--- src/compare_shadow_pkg.sv ---
// constants and helpers for the compare shadow load control block
package compare_shadow_pkg;

    // register indexes; byte address is four times the index
    localparam logic [5:0]  IDX_CTRL      = 6'h0E;
    localparam logic [5:0]  IDX_FINE      = 6'h10;
    localparam logic [5:0]  IDX_CMP_A     = 6'h12;
    localparam logic [5:0]  IDX_CMP_B     = 6'h14;

    // control register field positions
    localparam int          B_FULL_BIT    = 9;
    localparam int          A_FULL_BIT    = 8;
    localparam int          B_IMM_BIT     = 6;
    localparam int          A_IMM_BIT     = 4;
    localparam int          B_LS_LSB      = 2;
    localparam int          A_LS_LSB      = 0;

    // reset values
    localparam logic [15:0] CTRL_RESET    = 16'h0000;
    localparam logic [15:0] CMP_RESET     = 16'h0000;
    localparam logic [7:0]  FINE_RESET    = 8'h01;

    // load-select codes
    localparam logic [1:0]  LS_ZERO       = 2'h0;
    localparam logic [1:0]  LS_PERIOD     = 2'h1;
    localparam logic [1:0]  LS_EITHER     = 2'h2;
    localparam logic [1:0]  LS_FREEZE     = 2'h3;

    // shadow-to-active strobe from the counter events
    function automatic logic load_strobe(input logic [1:0] sel, input logic zero, input logic period);
        logic hit;
        hit = 1'b0;
        unique case (sel)
            LS_ZERO:   hit = zero;
            LS_PERIOD: hit = period;
            LS_EITHER: hit = zero | period;
            LS_FREEZE: hit = 1'b0;
        endcase
        return hit;
    endfunction : load_strobe

    // byte-lane merge of a 16 bit value
    function automatic logic [15:0] merge16(input logic [15:0] old, input logic [15:0] new_v, input logic [1:0] sel);
        logic [15:0] res;
        res = old;
        if (sel[0]) res[7:0] = new_v[7:0];
        if (sel[1]) res[15:8] = new_v[15:8];
        return res;
    endfunction : merge16

endpackage : compare_shadow_pkg

--- src/compare_channel.sv ---
// one compare value with shadow, active register and full flag
`timescale 1ns/100ps
module compare_channel
    import compare_shadow_pkg::*;
#(
    parameter int CMP_W = 16
) (
    // clock and reset
    input  wire logic             sys_clk_in,
    input  wire logic             reset_n_in,
    // cpu write and mode
    input  wire logic             wr_en_in,
    input  wire logic [CMP_W-1:0] wr_data_in,
    input  wire logic             immediate_in,
    input  wire logic [1:0]       load_select_in,
    // time-base events
    input  wire logic             count_zero_in,
    input  wire logic             count_period_in,
    // state
    output logic      [CMP_W-1:0] active_out,
    output logic      [CMP_W-1:0] shadow_out,
    output logic                  full_out
);

    logic [CMP_W-1:0] active_q, active_d;
    logic [CMP_W-1:0] shadow_q, shadow_d;
    logic             full_q, full_d;
    logic             strobe;

    // load strobe only exists in shadow mode; select ignored otherwise
    assign strobe = !immediate_in && load_strobe(load_select_in, count_zero_in, count_period_in);

    // next state: a write in the strobe cycle lands in shadow and keeps the flag set
    always_comb begin
        active_d = active_q;
        shadow_d = shadow_q;
        full_d   = full_q;
        if (strobe) begin
            active_d = shadow_q;
            full_d   = 1'b0;
        end
        if (wr_en_in && immediate_in) begin
            active_d = wr_data_in;
        end
        if (wr_en_in && !immediate_in) begin
            shadow_d = wr_data_in;
            full_d   = 1'b1;
        end
    end

    always_ff @(posedge sys_clk_in or negedge reset_n_in) begin
        if (!reset_n_in) begin
            active_q <= CMP_RESET[CMP_W-1:0];
            shadow_q <= CMP_RESET[CMP_W-1:0];
            full_q   <= 1'b0;
        end else begin
            active_q <= active_d;
            shadow_q <= shadow_d;
            full_q   <= full_d;
        end
    end

    assign active_out = active_q;
    assign shadow_out = shadow_q;
    assign full_out   = full_q;
endmodule : compare_channel

--- src/compare_shadow_load_control.sv ---
// wishbone register front end with two shadowed compare channels
//
// Chosen here: register access over Wishbone.
`timescale 1ns/100ps
module compare_shadow_load_control
    import compare_shadow_pkg::*;
#(
    parameter int CMP_W = 16
) (
    // clock and reset
    input  wire logic             sys_clk_in,
    input  wire logic             reset_n_in,
    // wishbone classic slave
    input  wire logic             wb_cyc_in,
    input  wire logic             wb_stb_in,
    input  wire logic             wb_we_in,
    input  wire logic [7:0]       wb_adr_in,
    input  wire logic [3:0]       wb_sel_in,
    input  wire logic [31:0]      wb_dat_in,
    output logic      [31:0]      wb_dat_out,
    output logic                  wb_ack_out,
    // time-base events, one-cycle pulses
    input  wire logic             count_zero_in,
    input  wire logic             count_period_in,
    // values to the compare logic
    output logic      [CMP_W-1:0] cmp_a_active_out,
    output logic      [CMP_W-1:0] cmp_b_active_out,
    output logic      [7:0]       fine_part_out
);

    logic [15:0] ctrl_q, ctrl_d;
    logic [7:0]  fine_q, fine_d;
    logic        ack_q, ack_d;
    logic [31:0] rdata_q, rdata_d;
    logic        req, commit;
    logic [5:0]  idx;
    logic        a_imm, b_imm;
    logic [1:0]  a_ls, b_ls;
    logic        a_wr, b_wr, a_wr16, a_wr32;
    logic [15:0] a_vis, b_vis, a_wdata, b_wdata;
    logic [CMP_W-1:0] a_active, a_shadow, b_active, b_shadow;
    logic        a_full, b_full;

    // bus decode; writes commit on the edge that shows ack to the master
    assign req    = wb_cyc_in && wb_stb_in;
    assign commit = req && ack_q && wb_we_in;
    assign idx    = wb_adr_in[7:2];

    assign a_imm = ctrl_q[A_IMM_BIT];
    assign b_imm = ctrl_q[B_IMM_BIT];
    assign a_ls  = ctrl_q[A_LS_LSB +: 2];
    assign b_ls  = ctrl_q[B_LS_LSB +: 2];

    // what software sees: shadow in shadow mode, active in immediate mode
    assign a_vis = 16'(a_imm ? a_active : a_shadow);
    assign b_vis = 16'(b_imm ? b_active : b_shadow);

    // compare A writes: own word, or upper half of the fine-part word
    assign a_wr16  = commit && idx == IDX_CMP_A && wb_sel_in[1:0] != 2'h0;
    assign a_wr32  = commit && idx == IDX_FINE && wb_sel_in[3:2] != 2'h0;
    assign a_wr    = a_wr16 || a_wr32;
    assign a_wdata = a_wr32 ? merge16(a_vis, wb_dat_in[31:16], wb_sel_in[3:2])
                            : merge16(a_vis, wb_dat_in[15:0], wb_sel_in[1:0]);
    assign b_wr    = commit && idx == IDX_CMP_B && wb_sel_in[1:0] != 2'h0;
    assign b_wdata = merge16(b_vis, wb_dat_in[15:0], wb_sel_in[1:0]);

    // register next state; in the control word only mode and load-select bits take writes
    always_comb begin
        ctrl_d = ctrl_q;
        fine_d = fine_q;
        if (commit && idx == IDX_CTRL && wb_sel_in[0]) begin
            ctrl_d[A_LS_LSB +: 2] = wb_dat_in[A_LS_LSB +: 2];
            ctrl_d[B_LS_LSB +: 2] = wb_dat_in[B_LS_LSB +: 2];
            ctrl_d[A_IMM_BIT]     = wb_dat_in[A_IMM_BIT];
            ctrl_d[B_IMM_BIT]     = wb_dat_in[B_IMM_BIT];
        end
        // fine-only write leaves the compare A flag alone
        if (commit && idx == IDX_FINE && wb_sel_in[1]) begin
            fine_d = wb_dat_in[15:8];
        end
    end

    // bus answer: ack one cycle after the request, dropped the cycle after
    always_comb begin
        ack_d   = req && !ack_q;
        rdata_d = rdata_q;
        if (req && !ack_q) begin
            unique case (idx)
                IDX_CTRL: begin
                    rdata_d = 32'h0000_0000;
                    rdata_d[B_FULL_BIT]     = b_full;
                    rdata_d[A_FULL_BIT]     = a_full;
                    rdata_d[B_IMM_BIT]      = b_imm;
                    rdata_d[A_IMM_BIT]      = a_imm;
                    rdata_d[B_LS_LSB +: 2]  = b_ls;
                    rdata_d[A_LS_LSB +: 2]  = a_ls;
                end
                IDX_FINE:  rdata_d = {a_vis, fine_q, 8'h00};
                IDX_CMP_A: rdata_d = {16'h0000, a_vis};
                IDX_CMP_B: rdata_d = {16'h0000, b_vis};
                default:   rdata_d = 32'h0000_0000; // unmapped reads zero
            endcase
        end
    end

    always_ff @(posedge sys_clk_in or negedge reset_n_in) begin
        if (!reset_n_in) begin
            ctrl_q  <= CTRL_RESET;
            fine_q  <= FINE_RESET;
            ack_q   <= 1'b0;
            rdata_q <= 32'h0000_0000;
        end else begin
            ctrl_q  <= ctrl_d;
            fine_q  <= fine_d;
            ack_q   <= ack_d;
            rdata_q <= rdata_d;
        end
    end

    compare_channel #(.CMP_W(CMP_W)) u_chan_a (
        .sys_clk_in     (sys_clk_in),
        .reset_n_in     (reset_n_in),
        .wr_en_in       (a_wr),
        .wr_data_in     (a_wdata[CMP_W-1:0]),
        .immediate_in   (a_imm),
        .load_select_in (a_ls),
        .count_zero_in  (count_zero_in),
        .count_period_in(count_period_in),
        .active_out     (a_active),
        .shadow_out     (a_shadow),
        .full_out       (a_full)
    );

    compare_channel #(.CMP_W(CMP_W)) u_chan_b (
        .sys_clk_in     (sys_clk_in),
        .reset_n_in     (reset_n_in),
        .wr_en_in       (b_wr),
        .wr_data_in     (b_wdata[CMP_W-1:0]),
        .immediate_in   (b_imm),
        .load_select_in (b_ls),
        .count_zero_in  (count_zero_in),
        .count_period_in(count_period_in),
        .active_out     (b_active),
        .shadow_out     (b_shadow),
        .full_out       (b_full)
    );

    assign wb_ack_out       = ack_q;
    assign wb_dat_out       = rdata_q;
    assign cmp_a_active_out = a_active;
    assign cmp_b_active_out = b_active;
    assign fine_part_out    = fine_q;
endmodule : compare_shadow_load_control

--- config.mk ---
export PLATFORM = sky130hd
export DESIGN_NAME = compare_shadow_load_control
export DESIGN_NICKNAME = d
export VERILOG_FILES = /design/src/compare_shadow_pkg.sv /design/src/compare_channel.sv /design/src/compare_shadow_load_control.sv
export SDC_FILE = /design/constraint.sdc
export NUM_CORES = 1
export LEC_CHECK = 0
export BUFFER_PORTS_ARGS = -buffer_cell sky130_fd_sc_hd__buf_2
export CORE_MARGIN = 5
export CORE_UTILIZATION = 40
export CTS_CLUSTER_SIZE = 24
export DETAILED_ROUTE_END_ITERATION = 10
export PLACE_DENSITY = 0.7
export SYNTH_ARGS = -nofsm -noshare
export SYNTH_HDL_FRONTEND = slang
export SYNTH_SLANG_ARGS = --single-unit
--- constraint.sdc ---
create_clock -name sys_clk_in -period 1.88 [get_ports sys_clk_in]
set_input_delay 0.282 -clock sys_clk_in [delete_from_list [all_inputs] [get_ports sys_clk_in]]
set_output_delay 0.282 -clock sys_clk_in [all_outputs]
set_load 0.02 [all_outputs]
==> results of run 1 <==
[metal layers]
metal  wire length [um]  track usage, %  share of wire (%)
met2               9400            34.4                 48
met3               1500            6.23                7.7
met4                238            6.34                1.2
met1               8300            28.9                 43
met5                  7               0              0.036
[sequential cells by signal, indices dropped and copies added, names as in the netlist, 6 cells and up]
register / flops
ctrl_q: 6
u_chan_a.shadow_out: 16
u_chan_a.active_out: 16
u_chan_b.shadow_out: 16
u_chan_b.active_out: 16
wb_dat_out: 32
fine_part_out: 8
[layout make-up]
class	instances	area (um^2)	area share [%]
inverter	38	143	1.80
multi-input combinational	366	2990	37.8
sequential	113	2830	35.8
tap	188	235	2.98
timing repair buffer	169	1120	14.2
clock buffer	19	453	5.73
clock inverter	13	136	1.72
[worst max-delay path, stage by stage (launching register included)]
cell and delay [ns]:
dfrtp_1 0.37, buf_12 0.25, mux2_2 0.39, o21ai_0 0.20, mux2i_1 0.15, a221o_1 0.33
[report_power, final]
part / total (uW) / switching, uW / internal (uW)
Combinational: 568 / 360 / 208
Clock: 3180 / 1170 / 2010
Sequential: 2540 / 51.9 / 2490
[how the worst max path moves through the flow]
stage / start / to / cells after the start / slack [ns]
final: ctrl_q[4] / u_chan_a.active_out[4] / 5 / 0.06
after CTS: ctrl_q[4] / u_chan_a.active_out[4] / 5 / 0.09
after global routing: wb_ack_out / u_chan_b.shadow_out[9] / 7 / 0.01
after global placement: wb_adr_in[7] / u_chan_a.shadow_out[13] / 6 / -0.28
after floorplan: wb_adr_in[7] / u_chan_a.shadow_out[10] / 5 / -0.22
after detailed placement: wb_adr_in[7] / u_chan_a.shadow_out[7] / 6 / -0.31
[kinds of logic (layout without fill, tap and decap cells)]
family          Yosys count  count (layout)
simple gates             97              97
compound gates          159             159
mux                     108             108
xor+xnor                  2               2
flops                   113             113
buf+inv                  81             239
[metrics by stage]
stage / cell area, um^2 / worst slack, ns / hold WS, ns / setup TNS (ns)
floorplan: 6140 / -0.217 / -0.0136 / -4.62
global placement: 7310 / -0.278 / 0.221 / -12.69
detailed placement: 7310 / -0.305 / 0.228 / -14.75
CTS: 7910 / 0.0878 / 0.0985 / 0
global route: 7910 / 0.0111 / 0.107 / 0
finish: 7910 / 0.0584 / 0.107 / 0
[what timing repair did]
item,in CTS,in global routing
hold buffers,1,0
endpoints found under the hold margin,26,0
buffers inserted,0,0
[placed cells by master (no fill, tap or decap), types with 4 or more instances in the layout]
master and count:
buf_4 36, clkbuf_16 17, nand2_1 23, buf_12 12, nor2_1 4, a22o_1 11
nand3_1 12, o31ai_1 14, and2_1 22, clkinvlp_4 7, o221ai_1 28, o2111ai_1 32
inv_1 37, mux2_2 47, nand2b_1 17, o21ai_0 36, a221o_1 16, buf_2 120
dfrtp_1 112, mux2i_1 61
==> flow_summary_export.csv, run 1 <==
group,metric,value,unit
status,status,"completed",
clocking,clk_pin_slew,0.06,ns
timing,finalSetupViolations,0,
timing,rsz0062_at_grt,"no",
placed_design,io_buffers,121,
pwr,leakagePower,0.00372,uW
synth,synth_nets,611,
drt,firstDrtPassIters,5,
run,maxCapViolCount,0,
synth,synth_top_area_share,45.7,%
drt,ant_nets,0,
setup_path,start_kind,"flop",
floorplan,dieArea,17900,um^2
timing,layout_worst_path_cycle_share,96.9,%
synth,yosysTopAreaCell,"dfrtp_1",
synth,synth_seq_cells,113,
synth,synth_cells,560,
floorplan,ios,124,
floorplan,coreArea,15100,um^2
final_layout,fill_cells,1332,
timing,timing.fmax,549,MHz
synth,synth_most_common_cell,"dfrtp_1",
setup_path,regToRegSetupSlack,0.06,ns
floorplan,die_w,134,um
drt,routed_via_density,5.96,
floorplan,die_h,134,um
min_path,hold_depth,2,
synth,synth.top_cells.by_count,"112 x dfrtp_1, 61 x mux2i_1, 47 x mux2_2, 37 x inv_1, 36 x o21ai_0",
final_layout,syn_to_final_growth,28.9,%
clocking,insertion_delay,0.42,ns
synth,ys_top_cells_by_area,"dfrtp_1 46%, mux2i_1 10%, mux2_2 8.6%",
pwr,power.density,795,nW/um^2
final_layout,fin_cells,906,
global_route,grt_pass1_vias,5429,
synth,synth_adder_area_share,0,%
timing,finalCriticalPeriod,1.82,ns
pwr,fin_total_pwr,6290,uW
drt,routed_wl,19.4,mm
min_path,min_to,"ctrl_q[3]",
drt,via_count,5400,
clocking,cts_root_buffer,"clkbuf_16",
timing,tightest_slew,0.501,ns
synth,synth_top_family_by_area,"compound AO/OA/AOI/OAI gates",
synth,synth_compound_area_share,20.6,%
synth,netlist_area,6130,um^2
setup_path,regToRegStartpoint,"ctrl_q[4]",
clocking,cts_made_buffers,17,
global_route,grt_max_degree,48,
min_path,hp-start,"wb_dat_in[3]",
synth,synth_cell_types,52,
synth,syn_area_per_cell,11.0,um^2
synth,synthSimpleGateAreaFrac,9.08,%
min_path,worstHoldPathType,"in2reg",
setup_path,worstPathMaxFanout,37,
clocking,ctsResizeCount,0,
placed_design,gp_congestion,0.848,
clocking,clk_path_buf_depth,2,
timing,slew_headroom,66.6,%
global_route,overflow,0,
global_route,antenna_found_initial,1,
global_route,grt_use_total,21.6,%
timing,finClkSkew,0.0181,ns
clocking,cts_sinks,113,
clocking,cts_tree,"yes",
final_layout,final_core_util,52.2,%
final_layout,num_antenna_cells,0,
synth,yosys_warnings,0,
pwr,vdd_drop_max,0.654,mV
setup_path,r2r_cells,5,
drt,drc,0,
floorplan,initial_utilization,40.5,%
synth,synthMuxAreaShare,18.6,%
synth,synth_ff_type,"dfrtp_1",
placed_design,dp.cells,873,
drt,drt_iter0_drc,488,
synth,synth_xor_xnor_area_share,0.286,%
drt,wire_per_inst,21.5,um
timing,drv_slew,0,
global_route,grt_first_pass_wirelength,30.3,mm
synth,synth_edf_count,0,
setup_path,arrival,2.13,ns
placed_design,hpwlAfterDp,14.2,mm
setup_path,reg2reg_to,"u_chan_a.active_out[4]",
timing,hold_viol,0,
setup_path,end_kind,"flop",
setup_path,criticalPathCategory,"reg2reg",
clocking,h-tree-depth,4,
final_layout,drive_above_1_share,35.8,%
floorplan,rows,45,
synth,yosysSeqAreaShare,46.1,%
setup_path,required,2.18,ns
synth,async_flop_share,100,%
final_layout,nets,756,
(Power assumes the default switching activity.)
==> run 2: changes to the inputs <==
Settings changed: CORE_ASPECT_RATIO set to 1.75.
==> run 2 against run 1 <==
- final area shrank 0.63%
- register-to-register slack worse by 0.02 ns
- flip-flop and latch count stayed put
- critical path depth is the same
- non-clock buffer count shrank 2
- global-route usage decreased by 0.43 points
- sequential power is essentially flat
- via count down 0.59%
==> flow_summary_export.csv, run 2 (synthesis gave the netlist of run 1 again) <==
group,metric,value,unit
drt,drc,0,
final_layout,multi_input_area,2990,um^2
drt,via_count,5368,
floorplan,die_h,174,um
clocking,cts_made_buffers,17,
final_layout,drive_above_1_share,35.6,%
placed_design,hpwlAfterDp,14.5,mm
final_layout,fill_cells,1349,
final_layout,largest_register_ffs,32,
drt,drt_iter0_drc,377,
clocking,clk_pin_slew,0.06,ns
global_route,antenna_found_initial,0,
setup_path,worstPathMaxFanout,26,
setup_path,required,2.18,ns
final_layout,mostFrequentLayoutCell,"buf_2",
final_layout,fin_cells,902,
clocking,cts_sinks,113,
timing,drv_slew,0,
drt,wire_per_inst,21.2,um
final_layout,syn_to_final_growth,28.1,%
status,status,"completed",
drt,routed_wl,19.1,mm
pwr,fin_total_pwr,6210,uW
timing,holdWs,0.115,ns
global_route,grt_max_degree,45,
timing,timing.fmax,544,MHz
final_layout,num_antenna_cells,0,
drt,routed_via_density,5.95,
drt,ant_nets,0,
timing,rsz0062_at_grt,"no",
setup_path,arrival,2.13,ns
timing,layout_worst_path_cycle_share,97.8,%
final_layout,final_core_util,51.6,%
clocking,insertion_delay,0.42,ns
timing,finalSetupViolations,0,
pwr,power.density,791,nW/um^2
floorplan,coreArea,15200,um^2
final_layout,final_cell_mix,"120 x buf_2, 112 x dfrtp_1, 61 x mux2i_1",
floorplan,ios,124,
floorplan,dieArea,18000,um^2
floorplan,initial_utilization,40.2,%
timing,slew_headroom,67.3,%
setup_path,end_kind,"flop",
final_layout,nets,754,
placed_design,gp_congestion,0.889,
placed_design,dp.cells,869,
floorplan,die_w,104,um
run,maxCapViolCount,0,
pwr,leakagePower,0.00371,uW
setup_path,criticalPathCategory,"reg2reg",
floorplan,rows,60,
clocking,clk_path_buf_depth,2,
clocking,ctsResizeCount,0,
timing,hold_viol,0,
timing,tightest_slew,0.490,ns
timing,finClkSkew,0.00757,ns
placed_design,io_buffers,121,
clocking,cts_root_buffer,"clkbuf_16",
pwr,vdd_drop_max,0.453,mV
global_route,grt_first_pass_wirelength,30.4,mm
drt,firstDrtPassIters,6,
global_route,overflow,0,
min_path,worstHoldPathType,"in2reg",
clocking,cts_tree,"yes",
global_route,grt_use_total,21.2,%
final_layout,seqCellArea,2830,um^2
global_route,grt_pass1_vias,5729,
setup_path,start_kind,"flop",
timing,finalCriticalPeriod,1.84,ns
clocking,h-tree-depth,4,
run 2: cell types whose count changed in the layout (fill, tap and decap cells not counted):
cell / delta
clkinv_2: -3
clkinv_4: +3
inv_6: +3
buf_12: -2
clkinvlp_4: -2
bufinv_16: -1
run 2: cell type report:
| type | instances | area share (%) |
|---|---|---|
| clock buffers | 19 | 5.77 |
| flip-flops and latches | 113 | 36.0 |
| repair buffers | 167 | 13.8 |
| inverters | 38 | 1.82 |
| multi-input cells | 366 | 38.0 |
| clock inverters | 13 | 1.64 |
| well taps | 186 | 2.96 |
run 2: worst paths after layout:
path | from | end | slack, ns | cells after the start
setup / recovery | ctrl_q[4] | u_chan_a.active_out[6] | 0.04 | 5
hold / removal | wb_dat_in[13] | fine_part_out[5] | 0.12 | 2
setup reg to reg | ctrl_q[4] | u_chan_a.active_out[6] | 0.04 | 5
hold reg to reg | wb_dat_out[26] | wb_dat_out[26] | 0.47 | 2
max in group asynchronous | reset_n_in | u_chan_b.active_out[8] | 0.83 | 3
min in group asynchronous | reset_n_in | u_chan_b.active_out[1] | 0.36 | 2
run 2: per-layer routing:
layer	wire [um]	part of all wire, %	up-vias	global-route usage, %
met4	883	4.6	0	12.7
li1	-	-	2437	-
met1	7410	39	2672	24.3
met3	948	5.0	56	4.66
met2	9910	52	203	35.9
met5	0	0	-	0
run 2: critical path, cell delays in order (launching register included):
cell and delay [ns]:
dfrtp_1 0.40, buf_12 0.22, mux2_2 0.40, o21ai_0 0.23, mux2i_1 0.13, a221o_1 0.33
run 2: stage by stage:
step / TNS (ns) / worst slack (ns) / cell area [um^2]
after detailed placement: -13.66 / -0.305 / 7260
after global placement: -12.40 / -0.264 / 7260
after CTS: 0 / 0.0562 / 7860
after global routing: 0 / 0.0140 / 7860
final: 0 / 0.0413 / 7860
after floorplan: -4.62 / -0.217 / 6140
run 2: repair_timing:
item                      in CTS  in global routing
buffers inserted               0                  0
hold endpoints to repair      29                  0
hold buffers                   1                  0
run 2: report_power, final:
| part | switching [uW] | total [uW] | internal (uW) |
|---|---|---|---|
| logic | 354 | 561 | 207 |
| registers | 53.2 | 2540 | 2480 |
| clock network | 1210 | 3110 | 1900 |
==> run 3: changes to the inputs <==
Settings changed: CORE_ASPECT_RATIO 1.75 to 0.8, RECOVER_POWER set to 25.
==> run 3 against run 2 <==
- sequential power barely moved
- routed wire length rose by 6.8%
- clock power rose by 8.4%
- critical path type unchanged
- setup slack improved by 0.029 ns
- largest power group unchanged
==> flow_summary_export.csv, run 3 (synthesis gave the netlist of run 1 again) <==
group,metric,value,unit
floorplan,ios,124,
timing,tightest_slew,0.825,ns
timing,finClkSkew,0.00797,ns
floorplan,rows,40,
global_route,antenna_found_initial,1,
pwr,power.density,819,nW/um^2
drt,ant_nets,0,
pwr,vdd_drop_max,0.589,mV
timing,setup_ws,0.0705,ns
drt,drc,0,
placed_design,place_ws,-0.300,ns
drt,wire_per_inst,22.5,um
timing,drv_slew,0,
placed_design,gp_congestion,0.916,
timing,layout_worst_path_cycle_share,96.3,%
timing,tns,0,ns
placed_design,post_dp_cell_area,7270,um^2
timing,slew_headroom,45.0,%
drt,firstDrtPassIters,5,
clocking,h-tree-depth,4,
global_route,grt_first_pass_wirelength,31.8,mm
global_route,grt_use_total,22.9,%
setup_path,criticalPathCategory,"reg2reg",
min_path,hold_depth,2,
drt,drt_iter0_drc,524,
final_layout,fin_cells,909,
drt,routed_wl,20.4,mm
setup_path,start_kind,"flop",
floorplan,dieArea,17900,um^2
placed_design,dp.cells,874,
status,status,"completed",
min_path,worstHoldPathType,"in2reg",
run,maxCapViolCount,0,
final_layout,syn_to_final_growth,29.0,%
placed_design,io_buffers,121,
floorplan,coreArea,15000,um^2
clocking,cts_root_buffer,"clkbuf_16",
timing,timing.fmax,553,MHz
timing,hold_viol,0,
final_layout,mostFrequentLayoutCell,"buf_2",
setup_path,worstPathMaxFanout,19,
final_layout,fill_cells,1287,
final_layout,final_cell_mix,"120 x buf_2, 111 x dfrtp_1, 61 x mux2i_1",
drt,via_count,5471,
clocking,cts_made_buffers,17,
floorplan,initial_utilization,40.8,%
final_layout,drive_above_1_share,35.3,%
clocking,clk_pin_slew,0.05,ns
floorplan,die_h,121,um
setup_path,arrival,2.09,ns
setup_path,r2r_cells,5,
final_layout,largest_register_ffs,32,
drt,routed_via_density,6.02,
timing,finalCriticalPeriod,1.81,ns
clocking,cts_sinks,113,
timing,finalSetupViolations,0,
final_layout,nets,757,
clocking,cts_setup_buffers,0,
global_route,grt_max_degree,38,
pwr,leakagePower,0.00375,uW
final_layout,final_area,7910,um^2
clocking,insertion_delay,0.41,ns
timing,rsz0062_at_grt,"no",
placed_design,hpwlAfterDp,14.5,mm
global_route,overflow,0,
clocking,clk_path_buf_depth,2,
setup_path,end_kind,"flop",
floorplan,die_w,148,um
setup_path,required,2.16,ns
clocking,cts_tree,"yes",
global_route,grt_pass1_vias,5593,
run 3: cell count changes in the layout (fill, tap and decap cells not counted), sizes merged:
| cell | previous run | this run |
|---|---|---|
| diode | 0 | 1 |
| clkinv | 3 | 2 |
| inv | 42 | 38 |
| clkbuf | 19 | 30 |
| bufinv | 1 | 3 |
| clkinvlp | 5 | 0 |
run 3: cell type report:
cell class	instances	area [um^2]	area share, %
Antenna cell	1	2.50	0.0316
Clock buffer	27	513	6.48
Clock inverter	5	100	1.27
Inverter	38	143	1.80
Multi-Input combinational cell	366	2990	37.8
Sequential cell	113	2830	35.8
Tap cell	189	236	2.99
Timing Repair Buffer	170	1100	13.9
run 3: per-stage QoR:
stage,utilization [%],hold WS (ns),power [uW]
final,52.7,0.120,6480
after global routing,52.7,0.114,6680
after CTS,52.6,0.107,6490
after detailed placement,48.4,0.257,3140
after global placement,48.4,0.250,3120
after floorplan,-,-0.0136,2840
run 3: final timing paths:
path / from / to / slack (ns)
worst max-delay path: ctrl_q[4] / u_chan_a.active_out[15] / 0.07
worst min-delay path: wb_dat_in[14] / fine_part_out[6] / 0.12
worst max register to register: ctrl_q[4] / u_chan_a.active_out[15] / 0.07
worst min register to register: wb_dat_out[21] / wb_dat_out[21] / 0.47
max in group asynchronous: reset_n_in / u_chan_b.active_out[4] / 0.29
min in group asynchronous: reset_n_in / wb_dat_out[16] / 0.51
run 3: timing repair:
item / in CTS / in global routing
gates resized for setup: 0 / 2
endpoints found under the hold margin: 30 / 0
hold buffers: 1 / 0
endpoints found under the setup margin: 0 / 5
run 3: where the power goes:
group / switching, uW / internal (uW)
Sequential: 50.9 / 2490
Clock: 1110 / 2260
Combinational: 366 / 202
run 3: layer usage:
layer,up-vias,wire [um],GRT usage (%)
met5,-,13,0
met4,2,331,7.10
li1,2444,-,-
met3,31,1840,7.94
met1,2740,8570,30.2
met2,254,9690,35.7
run 3: worst max-delay path, cell delays in order, from the launching register on:
cell and delay, ns:
dfrtp_2 0.43, buf_12 0.19, mux2_2 0.38, mux2i_1 0.22
mux2i_1 0.14, a221o_1 0.31
